**config.mk**
```make
export PLATFORM = sky130hd
export DESIGN_NAME = sprsm_top
export DESIGN_NICKNAME = d
export VERILOG_FILES = /design/src/design/sprsm_pkg.sv /design/src/design/sprsm_top.sv /design/src/design/sprsm_sync.sv
export SDC_FILE = /design/constraint.sdc
export NUM_CORES = 1
export LEC_CHECK = 0
export BUFFER_PORTS_ARGS = -buffer_cell sky130_fd_sc_hd__buf_2
export CAP_MARGIN = 20
export CORE_MARGIN = 1
export CORE_UTILIZATION = 60
export CTS_BUF_LIST = sky130_fd_sc_hd__clkbuf_4 sky130_fd_sc_hd__clkbuf_8
export DETAILED_ROUTE_END_ITERATION = 10
export MAX_ROUTING_LAYER = met4
export PLACE_DENSITY_LB_ADDON = 0.2
export SYNTH_ARGS = -nofsm -noshare
export SYNTH_HDL_FRONTEND = slang
export SYNTH_HIERARCHICAL = 1
export SYNTH_SLANG_ARGS = --single-unit
```
**constraint.sdc**
```tcl
create_clock -name clock -period 3.1 [get_ports clock]
set_input_delay 0 -clock clock [delete_from_list [all_inputs] [get_ports clock]]
set_output_delay 0 -clock clock [all_outputs]
set_load 0.01 [all_outputs]
```
**src/design/sprsm_pkg.sv**
```systemverilog
// constants, field positions and types shared by the serial port pin logic
package sprsm_pkg;
   // register offsets, byte addresses on the plain register port
   localparam logic [3:0] OFF_CTRL = 4'h0;
   localparam logic [3:0] OFF_DATA = 4'h4;
   localparam logic [3:0] OFF_STAT = 4'h8;
   localparam logic [3:0] OFF_MASK = 4'hc;
   // control register fields
   localparam int CT_EN = 0;
   localparam int CT_MS = 1;
   localparam int CT_MODE_LO = 2;
   localparam int CT_MODE_HI = 3;
   localparam int CT_BUSY = 4;
   localparam int CT_TXF = 5;
   localparam int CT_RXF = 6;
   // status and mask register fields
   localparam int ST_DONE = 0;
   localparam int ST_FAULT = 1;
   localparam int ST_OVR = 2;
   localparam int ST_WCOL = 3;
   // select mode encodings
   localparam logic [1:0] MODE_3W = 2'h0;
   localparam logic [1:0] MODE_4W_IN = 2'h1;
   // reset values
   localparam logic [1:0] MODE_RST = 2'h1;
   localparam logic [3:0] MASK_RST = 4'h0;
   localparam logic [7:0] BYTE_RST = 8'h00;
   // serial clock timing in master mode
   localparam int CLK_PERIOD_NS = 5;
   localparam int SCK_HALF_NS = 100;
   localparam int SCK_HALF_CYC = (SCK_HALF_NS + CLK_PERIOD_NS - 1) /
      CLK_PERIOD_NS;
   localparam logic [4:0] SCK_HALF_LAST = 5'(SCK_HALF_CYC - 1);
   localparam logic [2:0] LAST_BIT = 3'h7;
   // synchroniser lanes
   localparam int SYNC_W = 4;
   localparam int SY_SCK = 0;
   localparam int SY_MOSI = 1;
   localparam int SY_MISO = 2;
   localparam int SY_NSS = 3;
   localparam logic [SYNC_W-1:0] SYNC_RST = 4'h8; // select lane idles high
   // master sequencing states
   typedef enum logic [1:0] {
      SPRSM_IDLE = 2'b01,
      SPRSM_SHIFT = 2'b10
   } sprsm_st_e;
endpackage

```
**src/design/sprsm_top.sv**
```systemverilog
// serial port pin roles, select modes, shifting and registers
// What this block does
// - mosi output as master, input as slave
// - master drives mosi from shift msb
// - miso sampled as master, driven as slave
// - miso off when disabled or unselected slave
// - 3-wire slave always drives miso from msb
// - master makes sck, slave receives it
// - unselected 4-wire slave ignores sck
// - mode 00: 3-wire, slave always selected
// - mode 01: select pin is input
// - mode 01 master: select fall disables master
// - mode 1x: select pin outputs low mode bit
// - select routed to pin except mode 00
// - master enable set means master, else slave
// - fault clears enables, sets fault flag
// - select low enables slave, fall resets count
// - eight bits set done, store receive byte unless a slave byte is still unread
//
// Chosen here: the register offsets and the plain strobed port.
`timescale 1ns/1ps
module sprsm_top
   import sprsm_pkg::*;
(
   input wire logic clock, // system clock, 200 MHz
   input wire logic reset, // asynchronous, active high
   input wire logic [3:0] addr, // register byte address
   input wire logic [7:0] wdata, // register write data
   input wire logic wr_strobe, // one-cycle write
   input wire logic rd_strobe, // one-cycle read
   output logic [7:0] rdata, // read data, cycle after read
   output logic irq, // level interrupt
   input wire logic sck_in, // serial clock pin level
   output logic sck_out, // serial clock drive
   output logic sck_oe, // serial clock enable
   input wire logic mosi_in, // master-out pin level
   output logic mosi_out, // master-out drive
   output logic mosi_oe, // master-out enable
   input wire logic miso_in, // master-in pin level
   output logic miso_out, // master-in drive
   output logic miso_oe, // master-in enable
   input wire logic nss_in, // select pin level
   output logic nss_out, // select drive
   output logic nss_oe, // select enable
   output logic nss_routed // select mapped to a pin
);
   typedef struct packed {
      sprsm_st_e st;
      logic port_en;
      logic master_en;
      logic [1:0] mode;
      logic [3:0] stat;
      logic [3:0] mask;
      logic [7:0] shreg;
      logic rx_bit;
      logic [2:0] bitcnt;
      logic [4:0] half;
      logic [7:0] tx_buf;
      logic tx_full;
      logic sh_full;
      logic [7:0] rx_buf;
      logic rx_full;
      logic sck_d;
      logic nss_d;
      logic sck_out;
      logic sck_oe;
      logic mosi_out;
      logic mosi_oe;
      logic miso_out;
      logic miso_oe;
      logic nss_out;
      logic nss_oe;
      logic nss_routed;
      logic [7:0] rdata;
      logic irq;
   } sprsm_s;

   sprsm_s r;
   sprsm_s next_r;
   logic [SYNC_W-1:0] pin_q;
   logic sck_q;
   logic mosi_q;
   logic miso_q;
   logic nss_q;
   logic sck_rise;
   logic sck_fall;
   logic nss_fall;
   logic sel;
   logic fault;
   logic byte_done;
   logic [3:0] ev;

   // address match for the register port
   function automatic logic hit(input logic [3:0] a, input logic [3:0] off);
      hit = (a == off);
   endfunction

   // pin inputs pass two flops before any edge logic
   sprsm_sync u_sync (
      .clock(clock),
      .reset(reset),
      .din({nss_in, miso_in, mosi_in, sck_in}),
      .q(pin_q)
   );

   // synchronised levels and their edges
   assign sck_q = pin_q[SY_SCK];
   assign mosi_q = pin_q[SY_MOSI];
   assign miso_q = pin_q[SY_MISO];
   assign nss_q = pin_q[SY_NSS];
   assign sck_rise = sck_q && !r.sck_d;
   assign sck_fall = !sck_q && r.sck_d;
   assign nss_fall = r.nss_d && !nss_q;

   // slave selection: always in 3-wire, by low select in 4-wire
   assign sel = r.port_en && !r.master_en &&
      (r.mode == MODE_3W ||
      (r.mode == MODE_4W_IN && !nss_q));

   // multi-master fault on a select fall while master
   assign fault = r.port_en && r.master_en && r.mode == MODE_4W_IN &&
      nss_fall;

   // next state of the whole block
   always_comb begin
      next_r = r;
      ev = 4'h0;
      byte_done = 1'b0;
      next_r.sck_d = sck_q;
      next_r.nss_d = nss_q;

      // register writes
      if (wr_strobe && hit(addr, OFF_CTRL)) begin
         next_r.port_en = wdata[CT_EN];
         next_r.master_en = wdata[CT_MS];
         next_r.mode = wdata[CT_MODE_HI:CT_MODE_LO];
      end
      if (wr_strobe && hit(addr, OFF_MASK)) begin
         next_r.mask = wdata[3:0];
      end
      if (wr_strobe && hit(addr, OFF_DATA)) begin
         if (r.tx_full) begin
            ev[ST_WCOL] = 1'b1; // write ignored, buffer busy
         end else begin
            next_r.tx_buf = wdata;
            next_r.tx_full = 1'b1;
         end
      end

      // master sequencing
      case (r.st)
         SPRSM_IDLE: begin
            next_r.sck_out = 1'b0;
            if (r.port_en && r.master_en && r.sh_full) begin
               next_r.st = SPRSM_SHIFT;
               next_r.half = 5'h0;
               next_r.bitcnt = 3'h0;
            end
         end
         SPRSM_SHIFT: begin
            if (!r.port_en || !r.master_en) begin
               next_r.st = SPRSM_IDLE;
               next_r.sck_out = 1'b0;
            end else if (r.half == SCK_HALF_LAST) begin
               next_r.half = 5'h0;
               next_r.sck_out = !r.sck_out;
               if (!r.sck_out) begin
                  next_r.rx_bit = miso_q;
               end else begin
                  next_r.shreg = {r.shreg[6:0], r.rx_bit};
                  next_r.bitcnt = r.bitcnt + 3'h1;
                  if (r.bitcnt == LAST_BIT) begin
                     byte_done = 1'b1;
                     next_r.st = SPRSM_IDLE;
                  end
               end
            end else begin
               next_r.half = r.half + 5'h1;
            end
         end
         default: begin
            next_r.st = SPRSM_IDLE;
         end
      endcase

      // slave shifting on the external clock
      if (sel && sck_rise) begin
         next_r.rx_bit = mosi_q;
      end
      if (sel && sck_fall) begin
         next_r.shreg = {r.shreg[6:0], r.rx_bit};
         next_r.bitcnt = r.bitcnt + 3'h1;
         if (r.bitcnt == LAST_BIT) begin
            byte_done = 1'b1;
         end
      end
      if (r.port_en && !r.master_en && r.mode == MODE_4W_IN && nss_fall) begin
         next_r.bitcnt = 3'h0;
      end
      if (!r.port_en) begin
         next_r.bitcnt = 3'h0; // only way to realign 3-wire slave
      end

      // read data, valid only in the cycle after the strobe
      next_r.rdata = 8'h00;
      if (rd_strobe) begin
         if (hit(addr, OFF_CTRL)) begin
            next_r.rdata = {1'b0, r.rx_full, r.tx_full,
               r.st == SPRSM_SHIFT, r.mode, r.master_en, r.port_en};
         end else if (hit(addr, OFF_DATA)) begin
            next_r.rdata = r.rx_buf;
            next_r.rx_full = 1'b0;
         end else if (hit(addr, OFF_STAT)) begin
            next_r.rdata = {4'h0, r.stat};
         end else if (hit(addr, OFF_MASK)) begin
            next_r.rdata = {4'h0, r.mask};
         end
      end

      // end of byte: flag it and store the received byte
      // the read clear comes first so a byte landing in that cycle stays
      if (byte_done) begin
         ev[ST_DONE] = 1'b1;
         next_r.sh_full = 1'b0;
         if (r.master_en || !next_r.rx_full) begin
            next_r.rx_buf = {r.shreg[6:0], r.rx_bit};
            next_r.rx_full = 1'b1;
         end else begin
            ev[ST_OVR] = 1'b1; // slave overrun, byte lost
         end
      end

      // move the transmit buffer into an empty shift register
      if (next_r.tx_full && !next_r.sh_full && next_r.st == SPRSM_IDLE) begin
         next_r.shreg = next_r.tx_buf;
         next_r.sh_full = 1'b1;
         next_r.tx_full = 1'b0;
      end

      // fault takes the port off the bus
      if (fault) begin
         next_r.port_en = 1'b0;
         next_r.master_en = 1'b0;
         ev[ST_FAULT] = 1'b1;
      end

      // sticky status, write one to clear, a new event wins
      if (wr_strobe && hit(addr, OFF_STAT)) begin
         next_r.stat = (r.stat & ~wdata[3:0]) | ev;
      end else begin
         next_r.stat = r.stat | ev;
      end
      next_r.irq = |(next_r.stat & next_r.mask);

      // pin roles from the next configuration
      next_r.mosi_out = next_r.shreg[7];
      next_r.mosi_oe = next_r.port_en && next_r.master_en;
      next_r.sck_oe = next_r.port_en && next_r.master_en;
      next_r.miso_out = next_r.shreg[7];
      next_r.miso_oe = next_r.port_en && !next_r.master_en &&
         (next_r.mode == MODE_3W ||
         (next_r.mode == MODE_4W_IN && !nss_q));
      next_r.nss_oe = next_r.mode[1];
      next_r.nss_out = next_r.mode[0];
      next_r.nss_routed = next_r.mode != MODE_3W;
   end

   // register the whole state
   always_ff @(posedge clock or posedge reset) begin
      if (reset) begin
         r <= '0;
         r.st <= SPRSM_IDLE;
         r.mode <= MODE_RST;
         r.mask <= MASK_RST;
         r.shreg <= BYTE_RST;
         r.nss_d <= 1'b1;
         r.nss_routed <= 1'b1;
      end else begin
         r <= next_r;
      end
   end

   // outputs straight from the state flops
   assign rdata = r.rdata;
   assign irq = r.irq;
   assign sck_out = r.sck_out;
   assign sck_oe = r.sck_oe;
   assign mosi_out = r.mosi_out;
   assign mosi_oe = r.mosi_oe;
   assign miso_out = r.miso_out;
   assign miso_oe = r.miso_oe;
   assign nss_out = r.nss_out;
   assign nss_oe = r.nss_oe;
   assign nss_routed = r.nss_routed;
endmodule // sprsm_top

```
**src/design/sprsm_sync.sv**
```systemverilog
// two flip-flop synchroniser for the serial port pin inputs
`timescale 1ns/1ps
module sprsm_sync
   import sprsm_pkg::*;
(
   input wire logic clock, // system clock
   input wire logic reset, // asynchronous, active high
   input wire logic [SYNC_W-1:0] din, // raw pin levels
   output logic [SYNC_W-1:0] q // synchronised levels
);
   typedef struct packed {
      logic [SYNC_W-1:0] s1;
      logic [SYNC_W-1:0] s2;
   } sprsm_sync_s;

   sprsm_sync_s r;
   sprsm_sync_s next_r;

   // first stage feeds only the second stage
   always_comb begin
      next_r.s1 = din;
      next_r.s2 = r.s1;
   end

   // register both stages, select lane starts high: no false fall
   always_ff @(posedge clock or posedge reset) begin
      if (reset) begin
         r.s1 <= SYNC_RST;
         r.s2 <= SYNC_RST;
      end else begin
         r <= next_r;
      end
   end

   assign q = r.s2;
endmodule // sprsm_sync

```
After elaboration in Yosys (flattened, before gate mapping)
Index checks and enable logic that the tools add are counted.
{"block": "word_totals", "regBits": 75, "in_bits": 20, "out_inout_bits": 18, "word_cells": 164}
{"block": "classes", "add_sub_neg": 2, "eq_ne": 21, "mux": 54, "bitwise_logic": 5, "reduce_logical": 54}
{"cell": "$mux W8", "count": 7}
{"cell": "$mux W9", "count": 4}
{"cell": "$logic_and A1 B1 Y1", "count": 24}
{"cell": "$mux W1", "count": 20}
{"cell": "$mux W4", "count": 5}
{"cell": "$ne A5 B5 Y1 const B", "count": 4}
{"cell": "$mux W17", "count": 1}
{"cell": "$pmux W8 S2", "count": 1}
{"cell": "$mux W2", "count": 7}
{"cell": "$mux W12", "count": 1}
{"cell": "$mux W3", "count": 4}
{"cell": "$mux W10", "count": 1}
{"cell": "$logic_not A1 Y1", "count": 9}
{"cell": "$reduce_bool A3 Y1", "count": 3}
{"cell": "$and A4 B4 Y4", "count": 2}
{"cell": "$eq A2 B1 Y1 const B", "count": 4}
{"cell": "$eq A4 B4 Y1 const B", "count": 2}
{"cell": "$or A4 B4 Y4", "count": 2}
{"cell": "$reduce_and A4 Y1", "count": 2}
{"cell": "$reduce_bool A2 Y1", "count": 4}
{"cell": "$add A5 B1 Y5 const B", "count": 1}
{"cell": "$eq A5 B5 Y1 const B", "count": 1}
{"cell": "$mux W5", "count": 1}
{"cell": "$ne A5 B1 Y1 const B", "count": 1}
{"cell": "other kinds (18)", "count": 25}

Logic depth before layout (Yosys ltp)
{"block": "depth", "ltp_word": 14, "mapped_depth": 8, "depth_no_buf": 7}

Modules after synthesis
The synthesis kept the hierarchy.
{"mod": "sprsm_top", "instances": 1, "cells_per_inst": 243, "area_per_inst_um2": 3126.7, "seq_area_each_um2": 1656.6}
{"mod": "sprsm_sync", "instances": 1, "cells_per_inst": 9, "area_per_inst_um2": 206.4, "seq_area_each_um2": 202.7}

Worst setup path after synthesis
Ideal clock, no wire load.
{"block": "synth_timing", "kind": "reg2reg", "startpoint": "register r[68] (netlist bit)", "endpoint": "register r[48] (netlist bit)", "setup_time_ns": 0.125, "t_arrival_ns": 2.338, "required_time_ns": 2.975, "slack_ns": 0.637, "path_stages_with_launch": 9, "path_buffers": 1, "synth_period_minus_slack_ns": 2.463, "path_cell_list": "dfstp_2 -> inv_1 -> ha_1 -> buf_6 -> nand3_1 -> or3_4 -> a21bo_4 -> a2111oi_4 -> mux2_2"}
{"block": "synth_between", "elab_chain_len": 10, "word_cells_on_any_way": 22, "cone_classes": "eq/ne: 4; mux: 11; reduce/logical: 7"}
{"element": "start, declared", "line": "sprsm_top.sv:78", "source": "sprsm_s r;"}
{"element": "start signal, assigned", "line": "sprsm_top.sv:279", "source": "r <= next_r;"}
{"element": "branches (longest 10 deep; another with $reduce_and A4 Y1)"}
Several ways; the timed one is not identified.
A chain may end at the register's enable or synchronous reset.

Worst setup path after layout
{"block": "layout_timing", "startpoint": "register r[68] (netlist bit)", "endpoint": "register r[53] (netlist bit)"}
Same word-level chain as after synthesis.

==> flow_results.xml <==
<?xml version="1.0" encoding="UTF-8"?>
<metrics>
  <group name="synth">
    <metric name="avg_synthesized_cell_area" unit="um2">13.2</metric>
    <metric name="synthesis.yosys.warnings" unit="">6</metric>
    <metric name="synth_sequential_area_ratio" unit="">0.558</metric>
    <metric name="asyncSetResetFlopFracSynth" unit="">1.00</metric>
    <metric name="yosys_most_used_dff" unit="">sky130_fd_sc_hd__dfrtp_1</metric>
    <metric name="ys_types" unit="">46</metric>
    <metric name="mappedNetlistNets" unit="">277</metric>
    <metric name="post_synth_instance_area" unit="um2">3330</metric>
    <metric name="ys_seq_elements" unit="">74</metric>
    <metric name="cell_count_after_synthesis" unit="">252</metric>
    <metric name="post_synth_edffs" unit="">0</metric>
  </group>
  <group name="timing">
    <metric name="final.min_clock_period" unit="ns">2.66</metric>
    <metric name="setup-tns-final" unit="ns">0</metric>
    <metric name="timing.slew.headroom" unit="">0.474</metric>
    <metric name="setup_repair_after_global_routing_missed_its_margin" unit="">false</metric>
    <metric name="drv_slew" unit="">0</metric>
    <metric name="timing.clock.skew" unit="ns">0.00611</metric>
    <metric name="setup_viol" unit="">0</metric>
    <metric name="fmaxAchievable" unit="MHz">376</metric>
    <metric name="finalHoldViolations" unit="">0</metric>
    <metric name="max_slew.worst_pin.slew" unit="ns">0.788</metric>
    <metric name="final_min_period_over_clock_period" unit="">0.858</metric>
  </group>
  <group name="power">
    <metric name="cellPowerDensity" unit="nW/um2">634</metric>
    <metric name="fin_total_pwr" unit="mW">2.46</metric>
    <metric name="vdd_drop_max" unit="V">0.000608</metric>
    <metric name="total_leakage_power" unit="nW">1.88</metric>
  </group>
  <group name="drt">
    <metric name="drt_drc_violations_left" unit="">0</metric>
    <metric name="via_count" unit="">2190</metric>
    <metric name="dr.first_iter.drc_count" unit="">137</metric>
    <metric name="drt-pass1-iter-count" unit="">4</metric>
    <metric name="number_of_nets_with_antenna_violations_after_routing" unit="">0</metric>
    <metric name="post_drt_wl_per_cell" unit="um">16.9</metric>
    <metric name="postRouteWirelength" unit="um">6410</metric>
    <metric name="viasPerCell" unit="">5.79</metric>
  </group>
  <group name="run">
    <metric name="cap_violations" unit="">0</metric>
  </group>
  <group name="critical_path">
    <metric name="cp_cell_sequence" unit="">inv_1 -&gt; ha_1 -&gt; nand3_1 -&gt; or3_4 -&gt; a21bo_4 -&gt; a2111oi_4 -&gt; buf_4 -&gt; mux2_2</metric>
    <metric name="cp.arrival" unit="ns">2.89</metric>
    <metric name="ff2ff_setup_slack" unit="ns">0.44</metric>
    <metric name="critPathSlowestCell" unit="">sky130_fd_sc_hd__dfstp_2</metric>
    <metric name="crit_fanout" unit="">10</metric>
    <metric name="slowest_delay" unit="ns">0.39</metric>
    <metric name="required" unit="ns">3.33</metric>
    <metric name="timing.critical_path.from_type" unit="">flop</metric>
    <metric name="critical_setup_path_class" unit="">reg -&gt; reg</metric>
    <metric name="worst_setup_path_end_kind" unit="">flop</metric>
  </group>
  <group name="clocking">
    <metric name="clock_tree.buffer_depth" unit="">2</metric>
    <metric name="clock_insertion_delay_at_the_later_pin_of_the_skew_report" unit="ns">0.34</metric>
    <metric name="clk_transition_reported_paths" unit="ns">0.07</metric>
    <metric name="clock_tree_root_buffer_cell" unit="">sky130_fd_sc_hd__clkbuf_8</metric>
    <metric name="cts_max_level" unit="">3</metric>
    <metric name="cts_inserted_buffers" unit="">9</metric>
    <metric name="cts_sinks" unit="">74</metric>
    <metric name="cts_tree" unit="">done</metric>
    <metric name="postCtsSetupBuffers" unit="">0</metric>
  </group>
  <group name="floorplanning">
    <metric name="design.core.area" unit="um2">5240</metric>
    <metric name="placement_rows" unit="">26</metric>
    <metric name="initial_core_util" unit="">0.636</metric>
    <metric name="design.die.area" unit="um2">5860</metric>
    <metric name="num_io_pins" unit="">38</metric>
    <metric name="floorplan.die.width" unit="um">76.5</metric>
    <metric name="die_height" unit="um">76.5</metric>
  </group>
  <group name="placement">
    <metric name="io_buffer_count" unit="">37</metric>
    <metric name="place_hpwl" unit="um">4460</metric>
    <metric name="placed_area" unit="um2">3510</metric>
    <metric name="placedCellCount" unit="">347</metric>
    <metric name="gp_congestion" unit="">0.850</metric>
  </group>
  <group name="cells_and_area">
    <metric name="num-fill-cells" unit="">364</metric>
    <metric name="number_of_nets_in_the_layout" unit="">329</metric>
    <metric name="layout-area-overhead-vs-synth" unit="%">16.4</metric>
    <metric name="antenna_cells" unit="">0</metric>
    <metric name="multiInputGateArea" unit="um2">1290</metric>
    <metric name="drive_above_1_share" unit="">0.393</metric>
    <metric name="final_area" unit="um2">3880</metric>
    <metric name="sequential_cell_area" unit="um2">1860</metric>
    <metric name="layout.cells.non_filler" unit="">378</metric>
  </group>
  <group name="grt">
    <metric name="first_global_vias" unit="">2169</metric>
    <metric name="grt_antenna_before_repair" unit="">0</metric>
    <metric name="gr-total-overflow" unit="">0</metric>
    <metric name="grt_pass1_wl" unit="um">10800</metric>
    <metric name="grt.total_usage" unit="">0.253</metric>
    <metric name="maximum_number_of_pins_on_one_net_before_global_route_repair" unit="">38</metric>
  </group>
  <group name="min_path">
    <metric name="hold_path_class" unit="">in -&gt; reg</metric>
  </group>
  <group name="run_status">
    <metric name="run_status" unit="">complete, no violations</metric>
  </group>
</metrics>
[logic make-up (layout without fill, tap and decap cells)]
group,count (synthesis),after routing,synth area share
fa+ha+maj,5,5,0.0188
simple gates,56,56,0.100
buf+inv,30,86,0.0541
flops,74,74,0.558
mux,50,50,0.180
compound gates,37,37,0.0890
[cell type report]
class	instances	area share
clock inverter	2	0.00903
sequential	74	0.479
tap	70	0.0226
clock buffer	13	0.0445
inverter	13	0.0126
timing repair buffer	58	0.0987
multi-input combinational	148	0.333
[critical path, delay by kind of cell (launching register included)]
family,cells,cell delay (ns)
buf+inv,2,0.29
flops,1,0.39
fa+ha+maj,1,0.35
compound gates,2,0.59
simple gates,2,0.59
mux,1,0.35
[stage by stage]
stage,hold slack [ns],setup WS (ns),utilization
floorplan,-0.186,0.637,-
global placement,-0.0466,0.582,0.671
detailed placement,-0.0322,0.483,0.671
CTS,0.0908,0.457,0.741
global route,0.101,0.333,0.741
finish,0.0958,0.439,0.741
[Yosys cell counts, drive strengths merged (2+ instances only)]
library cell | number | share of area
a211oi | 2 | 0.0045
a21o | 2 | 0.0045
a21oi | 2 | 0.0030
a22o | 5 | 0.013
and2 | 2 | 0.0038
and3 | 5 | 0.0098
and4b | 3 | 0.0094
and4bb | 2 | 0.0075
buf | 14 | 0.036
clkbuf | 3 | 0.0034
dfrtp | 68 | 0.51
dfstp | 6 | 0.047
ha | 5 | 0.019
inv | 13 | 0.015
mux2 | 40 | 0.14
mux2i | 6 | 0.018
mux4 | 4 | 0.027
nand2 | 11 | 0.013
nand3 | 8 | 0.012
nand4b | 2 | 0.0053
nand4bb | 2 | 0.0068
nor2 | 13 | 0.015
nor3 | 3 | 0.0045
o21ai | 9 | 0.014
o22ai | 3 | 0.0056
o31ai | 3 | 0.0068
o41ai | 2 | 0.0053
[state kept, by name (all words and copies together), names as in the netlist]
signal	flops
u_sync/next_r	4
nss_routed	1
u_sync/q	4
irq	1
nss_out	1
rdata	8
r	52
mosi_oe	1
miso_oe	1
sck_out	1
[routing by layer]
| layer | vias up | part of all wire | GRT usage |
|---|---|---|---|
| li1 | 1005 | - | - |
| met1 | 1099 | 0.46 | 0.342 |
| met2 | 76 | 0.48 | 0.376 |
| met3 | 10 | 0.044 | 0.0647 |
| met4 | 0 | 0.015 | 0.0846 |
| met5 | - | 0 | - |
[timing repair]
item	4_1_cts	5_1_grt
hold endpoints to repair	66	0
gates resized for setup	0	0
hold buffers	16	0
[report_power, final]
part	leakage [nW]	switching (mW)	total, mW	internal [mW]
Sequential	0.953	0.0924	1.20	1.11
Combinational	0.819	0.244	0.485	0.241
Clock	0.109	0.335	0.776	0.441
Total	1.88	0.671	2.46	1.79
[layout by cell type, fill, tap and decap left out, drive strengths merged, types with 6 or more instances in the layout]
cell type    Yosys  routed
clkbuf           3      13
dfrtp           68      68
o21ai            9       9
nor2            13      13
dfstp            6       6
inv             13      13
nand2           11      11
nand3            8       8
buf             14      42
dlygate4sd3      0      16
mux2i            6       6
mux2            40      40
[path summary, 6_finish.rpt]
check / startpoint / end / cells past startpoint
setup / recovery: r[68] / r[53] / 8
hold / removal: addr[2] / rdata[6] / 3
setup reg to reg: r[68] / r[53] / 8
hold reg to reg: u_sync/next_r[3] / u_sync/q[3] / 0
max in group asynchronous: reset / r[64] / 4
min in group asynchronous: reset / u_sync/q[0] / 3
(Power assumes the default switching activity.)
